`src/core/ghpbc_pkg.sv`:
```
// Purpose: shared constants and types for the host port boot configuration
// Assumes: 100 MHz core clock
// Notes:   baud rates are carried as plain bit/s values
package ghpbc_pkg;
    localparam int CLK_HZ          = 100_000_000;
    localparam int SPI_MAX_BPS     = 100_000;
    // least bit time rounds up to whole cycles
    localparam int SPI_BIT_CYCLES  = (CLK_HZ + SPI_MAX_BPS - 1) / SPI_MAX_BPS;
    localparam int SYNC_STAGES     = 2;
    localparam int NUM_PORTS       = 3;
    localparam int NUM_PROTOS      = 3;
    localparam int PORT_UART       = 0;
    localparam int PORT_USB        = 1;
    localparam int PORT_DDC        = 2;
    localparam int PROTO_NMEA      = 0;
    localparam int PROTO_BIN       = 1;
    localparam int PROTO_RTCM      = 2;
    localparam logic [15:0] BAUD_4800  = 16'h12C0;
    localparam logic [15:0] BAUD_9600  = 16'h2580;
    localparam logic [15:0] BAUD_38400 = 16'h9600;
    localparam logic [15:0] BAUD_57600 = 16'hE100;
    localparam logic [2:0]  IN_ALL     = 3'h7;
    localparam logic [2:0]  OUT_NMEA   = 3'h1;
    localparam logic [2:0]  OUT_BIN    = 3'h2;
    localparam logic [2:0]  OUT_LEGAL  = 3'h3;

    typedef enum logic [1:0] {
        MSGSET_NMEA_FULL, MSGSET_NMEA_REDUCED, MSGSET_BIN_NAV
    } ghpbc_msgset_t;
    typedef enum logic [1:0] {
        PWR_MAX_PERF, PWR_ECO, PWR_SAVE
    } ghpbc_pwr_t;
    typedef enum logic [3:0] {
        FLD_PROTO_OUT, FLD_PROTO_IN, FLD_BAUD, FLD_MSGSET, FLD_USB_SELF,
        FLD_PWR, FLD_SPI_MASTER, FLD_DDC_MASTER, FLD_USB_EN, FLD_SAVE,
        FLD_FORGET
    } ghpbc_field_t;

    typedef struct packed {
        logic [2:0]    proto_in;
        logic [2:0]    proto_out;
        ghpbc_msgset_t msgset;
        logic [15:0]   baud;
        logic          usb_self_pwr;
        ghpbc_pwr_t    pwr;
        logic          spi_master;
        logic          ddc_master;
        logic          usb_en;
    } ghpbc_cfg_t;

    typedef struct packed {
        ghpbc_field_t field;
        logic [15:0]  value;
    } ghpbc_msg_t;

    localparam ghpbc_cfg_t CFG_RESET = '{IN_ALL, OUT_NMEA, MSGSET_NMEA_FULL,
        BAUD_9600, 1'b0, PWR_MAX_PERF, 1'b0, 1'b0, 1'b1};
endpackage : ghpbc_pkg

```
`src/core/ghpbc_boot_config.sv`:
```
// Purpose: boot strap capture, message override and port/power control
// Assumes: strap pins are asynchronous; message and status inputs are
//          synchronous to clock_in
// Notes:   backup copy lives on its own reset, the backup supply flag
`timescale 1ns/1ps

module ghpbc_fifo #(
    parameter int WIDTH = 20,
    parameter int DEPTH = 8
) (
    input  wire logic             clock_in,
    input  wire logic             nrst_in,
    input  wire logic             wr_valid_in,
    input  wire logic [WIDTH-1:0] wr_data_in,
    output logic                  wr_ready_out,
    output logic                  rd_valid_out,
    output logic [WIDTH-1:0]      rd_data_out,
    input  wire logic             rd_ready_in
);
    localparam int AW = $clog2(DEPTH);
    logic [WIDTH-1:0] mem [DEPTH];
    logic [AW-1:0]    wr_ptr_reg, wr_ptr_next, rd_ptr_reg, rd_ptr_next;
    logic [AW:0]      count_reg, count_next;
    logic             push, pop;

    if (DEPTH < 2 || (1 << AW) != DEPTH) begin : g_chk
        $error("fifo depth must be a power of two of at least 2");
    end

    // full and empty follow the count, so both stay honest under stalls
    always_comb begin
        push        = wr_valid_in && (count_reg != (AW+1)'(DEPTH));
        pop         = rd_ready_in && (count_reg != '0);
        wr_ptr_next = push ? wr_ptr_reg + 1'b1 : wr_ptr_reg;
        rd_ptr_next = pop ? rd_ptr_reg + 1'b1 : rd_ptr_reg;
        count_next  = count_reg + (AW+1)'(push) - (AW+1)'(pop);
    end

    always_ff @(posedge clock_in or negedge nrst_in) begin
        if (!nrst_in) begin
            wr_ptr_reg <= '0;
            rd_ptr_reg <= '0;
            count_reg  <= '0;
        end else begin
            wr_ptr_reg <= wr_ptr_next;
            rd_ptr_reg <= rd_ptr_next;
            count_reg  <= count_next;
        end
    end

    // storage has no reset; only slots already written are ever read
    always_ff @(posedge clock_in) begin
        if (push) begin
            mem[wr_ptr_reg] <= wr_data_in;
        end
    end

    assign wr_ready_out = (count_reg != (AW+1)'(DEPTH));
    assign rd_valid_out = (count_reg != '0);
    assign rd_data_out  = mem[rd_ptr_reg];
endmodule : ghpbc_fifo

module ghpbc_boot_config
    import ghpbc_pkg::*;
#(
    parameter int NUM_SECTIONS = 4,
    parameter int MSG_DEPTH    = 8,
    parameter int ECO_MIN_SATS = 4
) (
    input  wire logic                        clock_in,
    input  wire logic                        nrst_in,
    input  wire logic                        bckp_nrst_in,
    input  wire logic                        port_cfg_strap_lo_in,
    input  wire logic                        port_cfg_strap_hi_in,
    input  wire logic                        power_mode_strap_in,
    input  wire logic                        msg_valid_in,
    input  wire ghpbc_pkg::ghpbc_msg_t       msg_in,
    output logic                             msg_ready_out,
    input  wire logic                        fix_valid_in,
    input  wire logic [5:0]                  sats_tracked_in,
    input  wire logic [NUM_SECTIONS-1:0]     section_req_in,
    output ghpbc_pkg::ghpbc_cfg_t            cfg_out,
    output logic                             cfg_ready_out,
    output logic                             cfg_from_backup_out,
    output logic                             acq_engine_en_out,
    output logic [NUM_SECTIONS-1:0]          section_en_out,
    output logic [NUM_PORTS*NUM_PROTOS-1:0]  port_tx_en_out,
    output logic [NUM_PORTS*NUM_PROTOS-1:0]  port_rx_en_out,
    output logic                             usb_plus_line_pullup_out,
    output logic                             spi_bit_tick_out
);
    import ghpbc_pkg::*;

    typedef enum logic [1:0] {ST_SYNC, ST_CAPTURE, ST_RUN} ghpbc_state_t;

    if (NUM_SECTIONS < 1 || ECO_MIN_SATS < 1 || ECO_MIN_SATS > 63) begin : g_chk
        $error("section count or eco satellite threshold out of range");
    end

    ghpbc_state_t state_reg, state_next;
    logic [2:0]   sync1_reg, sync2_reg;
    logic [1:0]   wait_reg, wait_next;
    ghpbc_cfg_t   cfg_reg, cfg_next, bckp_cfg_reg, bckp_cfg_next;
    logic         bckp_valid_reg, bckp_valid_next;
    logic         from_bckp_reg, from_bckp_next;
    logic         acq_reg, acq_next;
    logic         ready_reg;
    logic [NUM_SECTIONS-1:0] sect_reg, sect_next;
    logic [NUM_PORTS*NUM_PROTOS-1:0] tx_reg, tx_next, rx_reg, rx_next;
    logic [9:0]   spi_cnt_reg, spi_cnt_next;
    logic         spi_tick_reg, spi_tick_next;
    logic         fifo_valid, fifo_ready, fifo_wr_ready;
    ghpbc_msg_t   fifo_msg;
    ghpbc_cfg_t   strap_cfg;

    // incoming messages queue here; draining waits for strap capture
    ghpbc_fifo #(.WIDTH($bits(ghpbc_msg_t)), .DEPTH(MSG_DEPTH)) u_fifo (
        .clock_in     (clock_in),
        .nrst_in      (nrst_in),
        .wr_valid_in  (msg_valid_in),
        .wr_data_in   (msg_in),
        .wr_ready_out (fifo_wr_ready),
        .rd_valid_out (fifo_valid),
        .rd_data_out  (fifo_msg),
        .rd_ready_in  (fifo_ready)
    );
    assign fifo_ready = (state_reg == ST_RUN);

    // straps are pins: two flops before anything reads them
    always_ff @(posedge clock_in or negedge nrst_in) begin
        if (!nrst_in) begin
            sync1_reg <= 3'h0;
            sync2_reg <= 3'h0;
        end else begin
            sync1_reg <= {power_mode_strap_in, port_cfg_strap_hi_in,
                          port_cfg_strap_lo_in};
            sync2_reg <= sync1_reg;
        end
    end

    // strap decode; reduced satellites-in-view set on the 4800 setting
    always_comb begin
        strap_cfg = CFG_RESET;
        unique case (sync2_reg[1:0])
            2'h3: begin
                strap_cfg.baud = BAUD_9600;
            end
            2'h2: begin
                strap_cfg.baud         = BAUD_38400;
                strap_cfg.usb_self_pwr = 1'b1;
            end
            2'h1: begin
                strap_cfg.baud   = BAUD_4800;
                strap_cfg.msgset = MSGSET_NMEA_REDUCED;
            end
            2'h0: begin
                strap_cfg.baud      = BAUD_57600;
                strap_cfg.proto_out = OUT_BIN;
                strap_cfg.msgset    = MSGSET_BIN_NAV;
            end
        endcase
        strap_cfg.pwr = sync2_reg[2] ? PWR_MAX_PERF : PWR_ECO;
    end

    // main sequence: wait for the synchroniser to fill, capture, then run
    always_comb begin
        state_next      = state_reg;
        wait_next       = wait_reg;
        cfg_next        = cfg_reg;
        from_bckp_next  = from_bckp_reg;
        bckp_cfg_next   = bckp_cfg_reg;
        bckp_valid_next = bckp_valid_reg;
        unique case (state_reg)
            ST_SYNC: begin
                wait_next = wait_reg + 1'b1;
                if (wait_reg == 2'(SYNC_STAGES - 1)) begin
                    state_next = ST_CAPTURE;
                end
            end
            ST_CAPTURE: begin
                // the only look at the straps; later pin activity is SPI
                state_next     = ST_RUN;
                cfg_next       = bckp_valid_reg ? bckp_cfg_reg
                                                : strap_cfg;
                from_bckp_next = bckp_valid_reg;
            end
            ST_RUN: begin
                if (fifo_valid) begin
                    unique case (fifo_msg.field)
                        FLD_PROTO_OUT:
                            cfg_next.proto_out = fifo_msg.value[2:0]
                                                 & OUT_LEGAL;
                        FLD_PROTO_IN:
                            cfg_next.proto_in = fifo_msg.value[2:0];
                        FLD_BAUD:
                            cfg_next.baud = fifo_msg.value;
                        FLD_MSGSET:
                            if (fifo_msg.value[1:0] != 2'h3) begin
                                cfg_next.msgset =
                                    ghpbc_msgset_t'(fifo_msg.value[1:0]);
                            end
                        FLD_USB_SELF:
                            cfg_next.usb_self_pwr = fifo_msg.value[0];
                        FLD_PWR:
                            if (fifo_msg.value[1:0] != 2'h3) begin
                                cfg_next.pwr =
                                    ghpbc_pwr_t'(fifo_msg.value[1:0]);
                            end
                        FLD_SPI_MASTER:
                            cfg_next.spi_master = fifo_msg.value[0];
                        FLD_DDC_MASTER:
                            cfg_next.ddc_master = fifo_msg.value[0];
                        FLD_USB_EN:
                            cfg_next.usb_en = fifo_msg.value[0];
                        FLD_SAVE: begin
                            bckp_cfg_next   = cfg_reg;
                            bckp_valid_next = 1'b1;
                        end
                        FLD_FORGET:
                            bckp_valid_next = 1'b0;
                        default: ;
                    endcase
                end
            end
        endcase
    end

    always_ff @(posedge clock_in or negedge nrst_in) begin
        if (!nrst_in) begin
            state_reg     <= ST_SYNC;
            wait_reg      <= 2'h0;
            cfg_reg       <= CFG_RESET;
            from_bckp_reg <= 1'b0;
        end else begin
            state_reg     <= state_next;
            wait_reg      <= wait_next;
            cfg_reg       <= cfg_next;
            from_bckp_reg <= from_bckp_next;
        end
    end

    // backup copy is cleared when the backup supply drops; a forget message only clears its valid flag
    always_ff @(posedge clock_in or negedge bckp_nrst_in) begin
        if (!bckp_nrst_in) begin
            bckp_cfg_reg   <= CFG_RESET;
            bckp_valid_reg <= 1'b0;
        end else begin
            bckp_cfg_reg   <= bckp_cfg_next;
            bckp_valid_reg <= bckp_valid_next;
        end
    end

    // acquisition engine and receiver sections follow the power mode
    always_comb begin
        acq_next = 1'b1;
        if (cfg_reg.pwr != PWR_MAX_PERF && fix_valid_in
            && sats_tracked_in >= 6'(ECO_MIN_SATS)) begin
            acq_next = 1'b0;
        end
        if (state_reg != ST_RUN) begin
            acq_next = 1'b0;
        end
    end

    for (genvar s = 0; s < NUM_SECTIONS; s++) begin : g_sect
        assign sect_next[s] = (cfg_reg.pwr == PWR_SAVE)
                              ? section_req_in[s] : 1'b1;
    end

    // every protocol may run on every port; RTCM is never transmitted
    for (genvar p = 0; p < NUM_PORTS; p++) begin : g_port
        logic on;
        assign on = (p != PORT_USB) || cfg_reg.usb_en;
        assign tx_next[p*NUM_PROTOS +: NUM_PROTOS] =
            on ? (cfg_reg.proto_out & OUT_LEGAL) : 3'h0;
        assign rx_next[p*NUM_PROTOS +: NUM_PROTOS] =
            on ? cfg_reg.proto_in : 3'h0;
    end

    // spi bit pacing: one tick per bit time keeps the rate legal
    always_comb begin
        spi_tick_next = 1'b0;
        spi_cnt_next  = spi_cnt_reg + 1'b1;
        if (spi_cnt_reg == 10'(SPI_BIT_CYCLES - 1)) begin
            spi_cnt_next  = 10'h000;
            spi_tick_next = 1'b1;
        end
    end

    always_ff @(posedge clock_in or negedge nrst_in) begin
        if (!nrst_in) begin
            acq_reg      <= 1'b0;
            sect_reg     <= '0;
            tx_reg       <= '0;
            rx_reg       <= '0;
            spi_cnt_reg  <= 10'h000;
            spi_tick_reg <= 1'b0;
            ready_reg    <= 1'b0;
        end else begin
            acq_reg      <= acq_next;
            sect_reg     <= sect_next;
            tx_reg       <= tx_next;
            rx_reg       <= rx_next;
            spi_cnt_reg  <= spi_cnt_next;
            spi_tick_reg <= spi_tick_next;
            ready_reg    <= (state_next == ST_RUN);
        end
    end

    assign msg_ready_out            = fifo_wr_ready;
    assign cfg_out                  = cfg_reg;
    assign cfg_ready_out            = ready_reg;
    assign cfg_from_backup_out      = from_bckp_reg;
    assign acq_engine_en_out        = acq_reg;
    assign section_en_out           = sect_reg;
    assign port_tx_en_out           = tx_reg;
    assign port_rx_en_out           = rx_reg;
    assign usb_plus_line_pullup_out = cfg_reg.usb_en;
    assign spi_bit_tick_out         = spi_tick_reg;
endmodule : ghpbc_boot_config

```
`config.mk`:
```
export PLATFORM = sky130hd
export DESIGN_NAME = ghpbc_boot_config
export DESIGN_NICKNAME = d
export VERILOG_FILES = /design/src/core/ghpbc_pkg.sv /design/src/core/ghpbc_boot_config.sv
export SDC_FILE = /design/constraint.sdc
export NUM_CORES = 1
export LEC_CHECK = 0
export ABC_AREA = 0
export BUFFER_PORTS_ARGS = -buffer_cell sky130_fd_sc_hd__buf_2
export CAP_MARGIN = 10
export CORE_ASPECT_RATIO = 2
export CORE_MARGIN = 3
export CORE_UTILIZATION = 42
export CTS_CLUSTER_SIZE = 14
export DETAILED_ROUTE_END_ITERATION = 12
export GPL_ROUTABILITY_DRIVEN = 0
export GPL_TIMING_DRIVEN = 1
export HOLD_SLACK_MARGIN = 0.02
export PLACE_DENSITY_LB_ADDON = 0.25
export SETUP_SLACK_MARGIN = 0.2
export SLEW_MARGIN = 20
export SYNTH_ARGS = -nofsm -noshare
export SYNTH_HDL_FRONTEND = slang
export SYNTH_HIERARCHICAL = 1
export SYNTH_SLANG_ARGS = --single-unit
```
`constraint.sdc`:
```
create_clock -name clock_in -period 2.9 [get_ports clock_in]
set_clock_uncertainty 0.15 [all_clocks]
set_input_delay 0.58 -clock clock_in [delete_from_list [all_inputs] [get_ports clock_in]]
set_output_delay 0.58 -clock clock_in [all_outputs]
set_load 0.005 [all_outputs]
```
==> out/qor.yml <==
outcome: "completed"
ir_worst_vdd_mv: 0.412
use_met1: 0.181
routed_wl_mm: 23.6
pwr-share-clk: 0.231
dp_hpwl_mm: 15.4
clkLatencyLatePin_ps: 520
core.rowCount: 83
synthCells: 662
synth-edff-count: 160
clkSlewWorstSetupHoldPaths_ps: 60
final_cell_mix: "160 x edfxtp_1, 89 x dfrtp_1, 89 x buf_2"
core_um2: 25800
groute.usage.overall: 0.163
synth_seq_cells: 269
synthTopCellsByArea: "edfxtp_1 43%, dfrtp_1 21%, mux4_1 9.3%"
timing.final.hold_violations: 0
p_switching_mw: 3.97
top_usage_layer: "met2"
cts_tree: "done"
slew_headroom: 0.481
grt_pass1_vias: 6294
yosysUniqueCellTypes: 53
fin_area_um2: 13100
layout.nets: 842
antenna_found_initial: 1
p_total_mw: 13.0
crit_type: "reg2reg"
period_needed_ps: 2710
ant_nets: 0
synth_top_area_frac: 0.435
rsz0062_at_grt: "true"
htree_levels: 1
crit_path_end_kind: "register"
largest_reg_flops: 160
p_leak_nw: 5.20
cp_data_required_time_ps: 3190
cts.sinks: 269
io_buffers: 90
crit_arrival_ps: 3000
async_reset_ff_frac: 0.405
fin_ws_ps: 189
swShare: 0.304
fmax_mhz: 369
grt_max_degree: 47
pwr_density_cell_nw_per_um2: 998
syn_to_final_growth_pct: 18.2
p_comb_frac: 0.339
dieArea_um2: 28400
drv_slew: 0
critPathLaunch: "u_fifo/rd_ptr_reg[0]"
die_x_um: 121
place_ws_ps: -1.54
power_frac_seq: 0.430
cts_buffer_depth: 3
min_period_over_period: 0.935
timing.rr.start: "u_fifo/rd_ptr_reg[0]"
dr.pass1.iters: 4
setup_viol: 0
final_common_cell: "edfxtp_1"
die_h_um: 235
vias_per_cell: 5.23
synth_area_um2: 11100
syn_area_per_cell_um2: 16.7
drive_gt1_frac: 0.312
gr-usage-met2: 0.314
grt_util_met3: 0.0240
cap_violations: 0
io-pin-count: 96
synth_top_flop_cell: "edfxtp_1"
synth_warnings: 6
startpoint_type: "register"
setup-tns-final_ps: 0
worstHoldPathType: "in2reg"
drc_errors: 0
grt_pass1_wl_mm: 35.9
cts_buffers: 24
drtIter0Drc: 415
worstMarginPinSlew_ps: 778
crit_fanout: 7
placed_area_um2: 12000
internal_power_mw: 9.07
wl_per_cell_um: 20.6
vias: 6000
ys_seq_area_frac: 0.684
initial_core_util: 0.429
worstHoldStart: "port_cfg_strap_hi_in"
overflow: 0
root_buffer: "clkbuf_16"
synth_top_area_cell: "edfxtp_1"
[what timing repair did]
action / CTS / global route
hold endpoints to repair: 60 / 0
pin swaps: 0 / 5
gates cloned: 0 / 3
setup endpoints to repair: 57 / 52
hold buffers: 3 / 0
buffers inserted: 5 / 9
gates resized for setup: 8 / 33
[metal layers]
layer	vias up	routed length (um)
li1	2751	-
met1	3069	8490
met2	140	13500
met3	38	974
met4	2	594
met5	-	8
[per-stage QoR]
step	hold slack [ps]	utilization	std cells
6_report	56.6	0.507	1148
3_3_place_gp	185	0.465	1083
5_1_grt	34.1	0.507	1147
4_1_cts	32.9	0.498	1135
3_5_place_dp	186	0.465	1083
2_1_floorplan	134	-	664
[cell families (layout without fill, tap and decap cells)]
family | Yosys count | count (layout) | synth area share
flip-flops | 269 | 269 | 0.684
other | 1 | 4 | 0.000339
multiplexers | 106 | 106 | 0.161
adder cells (fa/ha/maj) | 15 | 15 | 0.0177
AO/OA/AOI/OAI | 79 | 79 | 0.0429
AND/OR/NAND/NOR | 119 | 119 | 0.0541
XOR/XNOR | 12 | 12 | 0.00951
buffers and inverters | 61 | 204 | 0.0308
[power groups by stage]
stage | combinational [mW] | clock [mW] | sequential, mW
after floorplan | 2.69 | 0 | 5.49
after global placement | 3.78 | 0 | 5.65
after detailed placement | 3.91 | 0 | 5.71
after CTS | 4.03 | 3.12 | 5.62
after global routing | 4.78 | 3.28 | 5.71
final | 4.42 | 3.01 | 5.60
[final cells by class]
type	instances	area [um2]
Antenna cell	1	2.50
Clock buffer	39	726
Clock inverter	5	22.5
Fill cell	2190	12700
Inverter	17	63.8
Multi-Input combinational cell	334	3290
Sequential cell	269	7560
Tap cell	340	425
Timing Repair Buffer	143	971
[critical path: stages (launching register included)]
cell and delay, ps:
dfrtp_4 520, buf_4 150, buf_4 130, mux4_2 420
mux2_4 310, nor2_4 190, a41oi_4 170, buf_12 190
clkbuf_16 160, o31ai_4 230
[synth_stat cells, types with 3 or more instances]
| cell type | instances |
|---|---|
| a21oi_1 | 25 |
| mux2i_1 | 8 |
| nor3_1 | 9 |
| or3_1 | 6 |
| buf_4 | 17 |
| xnor2_1 | 8 |
| clkbuf_1 | 9 |
| o31ai_1 | 3 |
| xor2_1 | 4 |
| dfstp_2 | 18 |
| o21ai_1 | 4 |
| and2_1 | 6 |
| dfrtp_1 | 91 |
| a41oi_1 | 3 |
| nor2b_1 | 6 |
| ha_1 | 14 |
| mux2_2 | 26 |
| a211oi_1 | 6 |
| edfxtp_1 | 160 |
| inv_1 | 16 |
| a21o_1 | 4 |
| nand2b_1 | 3 |
| buf_1 | 5 |
| buf_6 | 5 |
| a22oi_1 | 5 |
| o21ai_0 | 20 |
| mux2_1 | 32 |
| buf_2 | 8 |
| nand3b_1 | 3 |
| nand3_1 | 5 |
| nand2_1 | 35 |
| mux4_1 | 39 |
| and3_1 | 5 |
| nor2_1 | 29 |
[path summary, 6_finish.rpt]
| check | to | slack, ps | cells past startpoint |
|---|---|---|---|
| setup reg to reg | cfg_out[14] | 190 | 9 |
| min in group asynchronous | sync2_reg[2] | 480 | 2 |
| setup / recovery | cfg_out[14] | 190 | 9 |
| hold reg to reg | sync2_reg[2] | 200 | 0 |
| hold / removal | sync1_reg[1] | 60 | 1 |
| max in group asynchronous | cfg_out[24] | 1430 | 3 |
No activity file was read; power rests on OpenSTA's default activity.
